## src/sstc_pkg.sv

```systemverilog
// Behaviour
// every table entry is a 16-bit word
// words 1 to 11 hold controller status; word 2 reads zero here
// words 12-15 module health, 16-181 unused
// words 182-184 global health, table 184 words
// bit 1 is msb, bit 16 lsb
// copy word 1 onward into consecutive registers
// requester gives word count 1 to 184
// bit 6 set when constant sweep enabled
// bit 7 single sweep unless stopped
// bits 8-12 node, power, run, protect, battery
// done flag after copy; unused reads zero
`default_nettype none
package sstc_pkg;
  // table geometry
  localparam int unsigned WORD_W      = 16;
  localparam int unsigned TABLE_WORDS = 184;
  localparam int unsigned IDX_W       = 8;
  localparam int unsigned DEST_W      = 16;
  localparam logic [IDX_W-1:0] CTRL_FIRST   = 8'h01;
  localparam logic [IDX_W-1:0] CTRL_LAST    = 8'h0B;
  localparam logic [IDX_W-1:0] HEALTH_FIRST = 8'h0C;
  localparam logic [IDX_W-1:0] HEALTH_LAST  = 8'h0F;
  localparam logic [IDX_W-1:0] GLOBAL_FIRST = 8'hB6;
  localparam logic [IDX_W-1:0] GLOBAL_LAST  = 8'hB8;
  localparam logic [IDX_W-1:0] COUNT_MIN    = 8'h01;
  localparam logic [IDX_W-1:0] COUNT_MAX    = 8'hB8;
  // documented bit numbers, 1 = msb
  localparam int unsigned BIT_CONST_SWEEP = 6;
  localparam int unsigned BIT_SINGLE      = 7;
  localparam int unsigned BIT_SMALL_NODE  = 8;
  localparam int unsigned BIT_POWER_ON    = 9;
  localparam int unsigned BIT_RUN_OFF     = 10;
  localparam int unsigned BIT_PROT_OFF    = 11;
  localparam int unsigned BIT_BATT_BAD    = 12;
  localparam logic [WORD_W-1:0] WORD_RESET = 16'h0000;
  // copier states
  typedef enum logic [2:0] {
    SSTC_IDLE = 3'b001,
    SSTC_COPY = 3'b010,
    SSTC_DONE = 3'b100
  } sstc_state_e;
  // map documented bit number to vector index
  function automatic int unsigned sstc_pos(input int unsigned n);
    return WORD_W - n;
  endfunction
endpackage
`default_nettype wire

```

## src/sstc_tbl_if.sv

```systemverilog
`timescale 1ns/10ps
`default_nettype none
// table lookup between copier and status source
interface sstc_tbl_if;
  import sstc_pkg::*;
  logic [IDX_W-1:0]  idx;   // 1-based word number
  logic [WORD_W-1:0] word;  // word contents
  modport copier (output idx, input word);
  modport table_src (input idx, output word);
endinterface
`default_nettype wire

```

## src/sstc_table.sv

```systemverilog
`timescale 1ns/10ps
`default_nettype none
module sstc_table
  import sstc_pkg::*;
(
  // lookup
  sstc_tbl_if.table_src                        tbl,
  // controller conditions
  input  wire logic                            const_sweep_en,
  input  wire logic                            single_sweep_en,
  input  wire logic                            stop_state,
  input  wire logic                            small_nodes,
  input  wire logic                            power_ok,
  input  wire logic                            running,
  input  wire logic                            mem_protect_on,
  input  wire logic                            battery_ok,
  // other status sources
  input  wire logic [4*sstc_pkg::WORD_W-1:0]   io_health,
  input  wire logic [3*sstc_pkg::WORD_W-1:0]   global_health,
  input  wire logic [10*sstc_pkg::WORD_W-1:0]  ctrl_other
);
  import sstc_pkg::*;

  logic [WORD_W-1:0] cpu_status_word;  // word 1
  logic [WORD_W-1:0] rd;
  logic [IDX_W-1:0]  i;
  // word 1 assembled bit by bit, bit 1 at msb
  always_comb begin
    cpu_status_word = WORD_RESET;
    cpu_status_word[sstc_pos(BIT_CONST_SWEEP)] = const_sweep_en;
    cpu_status_word[sstc_pos(BIT_SINGLE)] = single_sweep_en & ~stop_state;
    cpu_status_word[sstc_pos(BIT_SMALL_NODE)] = small_nodes;
    cpu_status_word[sstc_pos(BIT_POWER_ON)] = power_ok;
    cpu_status_word[sstc_pos(BIT_RUN_OFF)] = ~running;
    cpu_status_word[sstc_pos(BIT_PROT_OFF)] = ~mem_protect_on;
    cpu_status_word[sstc_pos(BIT_BATT_BAD)] = ~battery_ok;
  end
  assign i = tbl.idx;
  // region select; word 2 and 16-181 read zero
  always_comb begin
    rd = WORD_RESET;
    if (i == CTRL_FIRST) begin
      rd = cpu_status_word;
    end else if (i >= 8'h03 && i <= CTRL_LAST) begin
      rd = ctrl_other[(i - 8'h02) * WORD_W +: WORD_W];
    end else if (i >= HEALTH_FIRST && i <= HEALTH_LAST) begin
      rd = io_health[(i - HEALTH_FIRST) * WORD_W +: WORD_W];
    end else if (i >= GLOBAL_FIRST && i <= GLOBAL_LAST) begin
      rd = global_health[(i - GLOBAL_FIRST) * WORD_W +: WORD_W];
    end
  end
  assign tbl.word = rd;
endmodule
`default_nettype wire

```

## src/sstc_copier.sv

```systemverilog
`timescale 1ns/10ps
`default_nettype none
module sstc_copier
  import sstc_pkg::*;
(
  // clocking
  input  wire logic                         mclk,
  input  wire logic                         reset,
  input  wire logic                         ce,
  // copy request
  input  wire logic                         req,
  input  wire logic [sstc_pkg::DEST_W-1:0]  dest_start,
  input  wire logic [sstc_pkg::IDX_W-1:0]   word_count,
  output logic                              busy,
  output logic                              done,
  // holding register write port
  output logic                              hold_we,
  output logic [sstc_pkg::DEST_W-1:0]       hold_addr,
  output logic [sstc_pkg::WORD_W-1:0]       hold_data,
  // controller conditions and other status sources
  input  wire logic                         const_sweep_en,
  input  wire logic                         single_sweep_en,
  input  wire logic                         stop_state,
  input  wire logic                         small_nodes,
  input  wire logic                         power_ok,
  input  wire logic                         running,
  input  wire logic                         mem_protect_on,
  input  wire logic                         battery_ok,
  input  wire logic [10*sstc_pkg::WORD_W-1:0] ctrl_other,
  input  wire logic [4*sstc_pkg::WORD_W-1:0]  io_health,
  input  wire logic [3*sstc_pkg::WORD_W-1:0]  global_health
);
  import sstc_pkg::*;

  ////////////////////////////////////////////////////////////////////////////
  // state
  sstc_state_e       state_r, state_nxt;
  logic [IDX_W-1:0]  idx_r, idx_nxt;       // next table word, 1-based
  logic [IDX_W-1:0]  count_r;              // latched word count
  logic [DEST_W-1:0] dest_r;               // latched destination start
  logic              we_r;
  logic [DEST_W-1:0] addr_r;
  logic [WORD_W-1:0] data_r;
  logic [IDX_W-1:0]  count_ok;             // clamped count
  logic              last_word;
  sstc_tbl_if        tbl ();

  // table source
  sstc_table u_table (
    .tbl             (tbl),
    .const_sweep_en  (const_sweep_en),
    .single_sweep_en (single_sweep_en),
    .stop_state      (stop_state),
    .small_nodes     (small_nodes),
    .power_ok        (power_ok),
    .running         (running),
    .mem_protect_on  (mem_protect_on),
    .battery_ok      (battery_ok),
    .io_health       (io_health),
    .global_health   (global_health),
    .ctrl_other      (ctrl_other)
  );

  ////////////////////////////////////////////////////////////////////////////
  // decode
  // out-of-range counts are clamped so a bad request cannot run away
  assign count_ok = (word_count < COUNT_MIN) ? COUNT_MIN :
                    (word_count > COUNT_MAX) ? COUNT_MAX : word_count;
  assign last_word = (idx_r == count_r);
  assign tbl.idx   = idx_r;
  assign busy      = (state_r == SSTC_COPY);
  assign done      = (state_r == SSTC_DONE);
  assign hold_we   = we_r;
  assign hold_addr = addr_r;
  assign hold_data = data_r;

  // next state
  always_comb begin
    state_nxt = state_r;
    idx_nxt   = idx_r;
    case (state_r)
      SSTC_IDLE: begin
        if (req) begin
          state_nxt = SSTC_COPY;
          idx_nxt   = CTRL_FIRST;
        end
      end
      SSTC_COPY: begin
        if (last_word) begin
          state_nxt = SSTC_DONE;
        end else begin
          idx_nxt = idx_r + 8'h01;
        end
      end
      SSTC_DONE: begin
        // done holds one cycle, then new requests are taken
        state_nxt = SSTC_IDLE;
      end
      default: begin
        state_nxt = SSTC_IDLE;
      end
    endcase
  end

  ////////////////////////////////////////////////////////////////////////////
  // registers, frozen while ce is low
  always_ff @(posedge mclk) begin
    if (reset) begin
      state_r <= SSTC_IDLE;
      idx_r   <= CTRL_FIRST;
      count_r <= COUNT_MIN;
      dest_r  <= '0;
    end else if (ce) begin
      state_r <= state_nxt;
      idx_r   <= idx_nxt;
      if (state_r == SSTC_IDLE && req) begin
        count_r <= count_ok;
        dest_r  <= dest_start;
      end
    end
  end

  // write port: word n goes to dest + n - 1
  always_ff @(posedge mclk) begin
    if (reset) begin
      we_r   <= 1'b0;
      addr_r <= '0;
      data_r <= WORD_RESET;
    end else if (ce) begin
      we_r <= busy;
      if (busy) begin
        addr_r <= dest_r + DEST_W'(idx_r - CTRL_FIRST);
        data_r <= tbl.word;
      end
    end
  end

  ////////////////////////////////////////////////////////////////////////////
  // checks
  property p_first_word;
    @(posedge mclk) disable iff (reset)
      (ce && state_r == SSTC_IDLE && req) ##1 ce |=> (hold_we && hold_addr == dest_r);
  endproperty
  a_first_word: assert property (p_first_word) else $error("first word misplaced");

  property p_done_after_last;
    @(posedge mclk) disable iff (reset)
      (ce && busy && last_word) |=> done;
  endproperty
  a_done_after_last: assert property (p_done_after_last) else $error("no done");

  property p_count_range;
    @(posedge mclk) disable iff (reset)
      busy |-> (count_r >= COUNT_MIN && count_r <= COUNT_MAX && idx_r <= count_r);
  endproperty
  a_count_range: assert property (p_count_range) else $error("count out of range");

  property p_bit6;
    @(posedge mclk) disable iff (reset)
      (busy && idx_r == CTRL_FIRST) |-> (tbl.word[10] == const_sweep_en);
  endproperty
  a_bit6: assert property (p_bit6) else $error("bit 6 wrong");

  property p_bit7;
    @(posedge mclk) disable iff (reset)
      (busy && idx_r == CTRL_FIRST) |-> (tbl.word[9] == (single_sweep_en && !stop_state));
  endproperty
  a_bit7: assert property (p_bit7) else $error("bit 7 wrong");

  property p_bits8_12;
    @(posedge mclk) disable iff (reset)
      (busy && idx_r == CTRL_FIRST) |->
        (tbl.word[8:4] == {small_nodes, power_ok, !running, !mem_protect_on, !battery_ok});
  endproperty
  a_bits8_12: assert property (p_bits8_12) else $error("bits 8-12 wrong");

  property p_unused_zero;
    @(posedge mclk) disable iff (reset)
      (busy && (idx_r == 8'h02 || (idx_r > HEALTH_LAST && idx_r < GLOBAL_FIRST)))
        |-> (tbl.word == WORD_RESET);
  endproperty
  a_unused_zero: assert property (p_unused_zero) else $error("unused word nonzero");

  property p_global;
    @(posedge mclk) disable iff (reset)
      (busy && idx_r == GLOBAL_LAST) |-> (tbl.word == global_health[3*WORD_W-1 -: WORD_W]);
  endproperty
  a_global: assert property (p_global) else $error("global word wrong");

  property p_io;
    @(posedge mclk) disable iff (reset)
      (busy && idx_r == HEALTH_FIRST) |-> (tbl.word == io_health[WORD_W-1:0]);
  endproperty
  a_io: assert property (p_io) else $error("io health wrong");

  property p_ctrl;
    @(posedge mclk) disable iff (reset)
      (busy && idx_r == CTRL_LAST) |-> (tbl.word == ctrl_other[10*WORD_W-1 -: WORD_W]);
  endproperty
  a_ctrl: assert property (p_ctrl) else $error("ctrl word wrong");

  property p_upper_zero;
    @(posedge mclk) disable iff (reset)
      (busy && idx_r == CTRL_FIRST) |-> (tbl.word[15:11] == 5'h00 && tbl.word[3:0] == 4'h0);
  endproperty
  a_upper_zero: assert property (p_upper_zero) else $error("word 1 unused bit set");

  // a low enable must hold the copy exactly where it stands
  property p_freeze;
    @(posedge mclk) disable iff (reset)
      !ce |=> ($stable(state_r) && $stable(idx_r) && $stable(hold_we) && $stable(hold_addr));
  endproperty
  a_freeze: assert property (p_freeze) else $error("state moved with ce low");

  // completion is a single enabled cycle, never a level
  property p_done_pulse;
    @(posedge mclk) disable iff (reset)
      (ce && done) |=> !done;
  endproperty
  a_done_pulse: assert property (p_done_pulse) else $error("done held too long");
endmodule
`default_nettype wire

```

## config.mk

```make
export PLATFORM = sky130hd
export DESIGN_NAME = sstc_copier
export DESIGN_NICKNAME = d
export VERILOG_FILES = /design/src/sstc_pkg.sv /design/src/sstc_tbl_if.sv /design/src/sstc_table.sv /design/src/sstc_copier.sv
export SDC_FILE = /design/constraint.sdc
export NUM_CORES = 1
export LEC_CHECK = 0
export ABC_CLOCK_PERIOD_IN_PS = 2700
export BUFFER_PORTS_ARGS = -buffer_cell sky130_fd_sc_hd__buf_2
export CAP_MARGIN = 10
export CORE_MARGIN = 5
export CORE_UTILIZATION = 42
export CTS_CLUSTER_DIAMETER = 60
export DETAILED_ROUTE_END_ITERATION = 6
export PLACE_DENSITY = 0.79
export SYNTH_ARGS = -nofsm -noshare
export SYNTH_HDL_FRONTEND = slang
export SYNTH_HIERARCHICAL = 1
export SYNTH_SLANG_ARGS = --single-unit
```

## constraint.sdc

```tcl
create_clock -name mclk -period 2.7 [get_ports mclk]
set_input_delay 0.135 -clock mclk [delete_from_list [all_inputs] [get_ports mclk]]
set_output_delay 0.135 -clock mclk [all_outputs]
set_load 0.05 [all_outputs]
```

==> results.txt <==
----------------------------------------------------
[Status]
  Status ... finished, final reports clean

[Timing]
  Worst Skew ... between 6 and 7 ps
  Number of failing setup endpoints in the final timing report ... 0
  Smallest setup slack after layout ... roughly 16 ps
  Post-route clock period utilization ... about 99%
  Final hold violation count ... 0
  Final critical-path required period ... 2680 ps
  Final Slew Violations ... 0
  Unrepaired setup endpoints after global routing ... yes
  Worst Hold Slack ... about 33 ps
  Tightest slew margin relative to the limit ... approximately half
  Total negative setup slack ... 0 ps
  Maximum clock rate ... between 300 and 400 MHz
  Actual transition at the worst max-transition pin ... roughly 770 ps

[Yosys]
  Top area cells in the synthesized netlist ... dfxtp_1 (21%), mux4_2 (15%), nand2_1 (7.7%)
  Cell count after synthesis ... 762
  Post-synth net total ... 1093
  Distinct cell type count of the synthesized netlist ... 77
  Syn Area/Cell ... about 8.4 um2
  Main synth FF type ... dfxtp_1
  Post-synth ARST share ... 0%
  Number of synthesized register bits ... a little under 70
  Yosys warnings ... 6
  Share of Yosys cell area claimed by the top area cell type ... around a fifth
  Synth area leader ... dfxtp_1
  Number of flops mapped to enable cells by yosys ... 0
  Part of the Yosys area used for sequential elements ... 21.3%
  Syn Std Cell Area ... roughly 6400 um2

[Flow run]
  Max cap viols ... 0

[Worst setup path]
  Capturing element type of the critical path ... flop
  Reg2reg end ... hold_addr[14]$_SDFFE_PP0P_
  Startpoint of the worst register-to-register path ... idx_r[2]$_SDFFE_PP0P_
  Arrival time of data at the critical path endpoint ... ~3000 ps
  Register-to-Register Setup Slack ... about 16 ps
  Category of the most critical setup path ... flop to flop
  Critical Path Fanout Max ... 4
  Type of element launching the critical path ... flop
  Endpoint required time on the critical path ... between 2000 and 3000 ps
  Cell depth of the worst flop-to-flop path ... 10
  Crit path from ... idx_r[2]$_SDFFE_PP0P_
  Termination of the worst setup path ... hold_addr[14]$_SDFFE_PP0P_

[Cells and area]
  Final cell count without fillers ... about 1300
  Final cell area excluding filler cells ... between 8000 and 9000 um2
  Fraction of final layout cells sized beyond drive strength 1 ... 46.0%
  Share of the core filled with cells ... about 59%
  Net count, final ... about 1400
  P&R area growth vs syn ... 39.7%
  Most frequent cells in the layout ... buf_2 (342), nand2_1 (130), a21oi_1 (89)
  Leading cell type in the layout, fill and taps excluded ... buf_2

[Die]
  Total die area ... 17800 um2
  Die X ... between 100 and 150 um
  Std cell rows ... 45
  Die height ... approximately 130 um
  I/O Pins ... between 300 and 400
  Core area ... around 15000 um2
  Starting Density ... 42.4%

[Global route]
  Met3 usage in global routing ... 4.95%
  All-layer global routing usage ... between 30% and 40%
  Vias in the first global route ... between 7000 and 8000
  Number of antenna violations at the first check in global routing ... 20
  Largest net degree at the start of global routing ... roughly 90
  GR Util met1 ... 34.5%
  Wire length of the first global-routing pass ... 41500 um
  Overflow left after global routing ... 0
  Grt peak-use layer ... met2
  Met2 GRT Util ... 53.5%

[Placement]
  HPWL reported at the end of detailed placement ... between 20000 and 25000 um
  Final estimated routing congestion in global placement ... between 0.9 and 1
  Area post-placement ... between 8000 and 9000 um2
  Buffers on Ports ... roughly 340
  Cell count after placement ... roughly 1300
  Placement-stage worst setup slack ... -4.74 ps

[Power and ir drop]
  Cell internal power dissipation ... roughly 2 mW
  Total Power ... between 2 and 3 mW
  Switching power summed over all nets ... between 0.7 and 0.8 mW
  Power density of the placed cells ... 308 nW/um2
  Part of the power in registers ... 38.2%
  Leakage power of the design ... ~4.1 nW
  Proportion of power drawn by combinational gates ... between 20% and 30%
  Net switching fraction of the power ... around 28%
  Worst vdd ir ... 0.404 mV
  Proportion of power drawn by the clock network ... about two fifths

[Detailed routing]
  Detail-routed via count per cell ... about 5.8
  Number of vias in the routed layout ... roughly 7600
  Detailed router's first-iteration violation count ... 740
  Post-Route WL ... a little under 30000 um
  Post-DRT Antenna Nets ... 0
  Total iterations of the first detailed-routing run ... 5
  Average detailed-routed wire length per instance ... about 22 um
  Drt drc ... 0

[Clock network]
  H-tree levels ... 3
  Clk Tree Root Cell ... clkbuf_16
  Clock sink count ... 68
  CTS tree ... built
  CTS clock-pin slew for the worst setup and hold paths ... around 60 ps
  CTS Hold Bufs ... 0
  Total CTS buffers ... 9
  Clock Path Buffers ... 2
  Clk Latency, worst-skew pair ... 340 ps

[Min path]
  Class of the tightest hold or removal check ... input port to flop

----------------------------------------------------
cell type report:
cell class / instances / area [um2]
tap: 188 / 235
fill: 1390 / 6120
multi-input combinational: 621 / 4840
clock buffer: 9 / 225
clock inverter: 7 / 58.8
timing repair buffer: 385 / 2080
antenna: 20 / 50.0
sequential: 68 / 1380
inverter: 11 / 42.5
cell families after synthesis:
group,Yosys count,synth area share [%]
buf+inv,73,5.92
fa+ha+maj,23,4.63
simple gates,273,20.7
flops,68,21.3
xor+xnor,28,3.84
compound gates,203,20.4
mux,94,23.2
flip-flops by register name, indices dropped and copies added (netlist names):
signal,flops
state_r,3
idx_r,8
count_r,8
hold_addr,16
dest_r,16
hold_we,1
hold_data,16
what timing repair did:
action / CTS / global route
gates cloned: 0 / 1
buffers inserted: 1 / 3
endpoints found under the hold margin: 0 / 0
pin swaps: 2 / 17
gates resized for setup: 4 / 35
endpoints found under the setup margin: 3 / 17
layer usage:
metal	vias up	part of all wire (%)
li1	3518	-
met1	3629	37
met2	363	52
met3	79	6.3
met4	2	4.9
met5	-	0.044
cell usage after synthesis, types with 13 or more instances:
library cell	count
o21ai_0	18
dfxtp_1	68
buf_2	13
nand3_1	15
clkbuf_1	33
nor2_1	44
a21oi_1	95
xnor2_1	21
mux2i_1	43
mux4_2	42
nand2_1	131
ha_1	22
nor3_1	19
worst max-delay path, cell delays in order, from the launching register on:
cell and delay [ps]:
dfxtp_4 350, nor3_4 200, nand3_2 120, or3_4 430
xnor2_2 170, ha_4 320, nand2_1 70, o21ai_2 160
o2111ai_2 190, or4b_1 510, nand3_1 100
power groups by stage:
stage	sequential, mW	clock [mW]	combinational [mW]
global placement	1.07	0	0.529
finish	1.05	1.13	0.561
floorplan	1.07	0	0.252
global route	1.05	1.19	0.607
detailed placement	1.07	0	0.542
CTS	1.05	1.14	0.547
how the worst min path moves through the flow:
| stage | from | end | slack, ps | depth (start not counted) |
|---|---|---|---|---|
| 2_1_floorplan | dest_start[0] | dest_r[0]$_SDFFE_PP0P_ | 270 | 2 |
| 3_3_place_gp | dest_start[7] | dest_r[7]$_SDFFE_PP0P_ | 380 | 3 |
| 3_5_place_dp | dest_start[3] | dest_r[3]$_SDFFE_PP0P_ | 380 | 3 |
| 4_1_cts | dest_start[3] | dest_r[3]$_SDFFE_PP0P_ | 30 | 3 |
| 5_1_grt | dest_start[3] | dest_r[3]$_SDFFE_PP0P_ | 40 | 3 |
| 6_report | dest_start[9] | dest_r[9]$_SDFFE_PP0P_ | 30 | 3 |
Power figures use the tool's default switching activity.
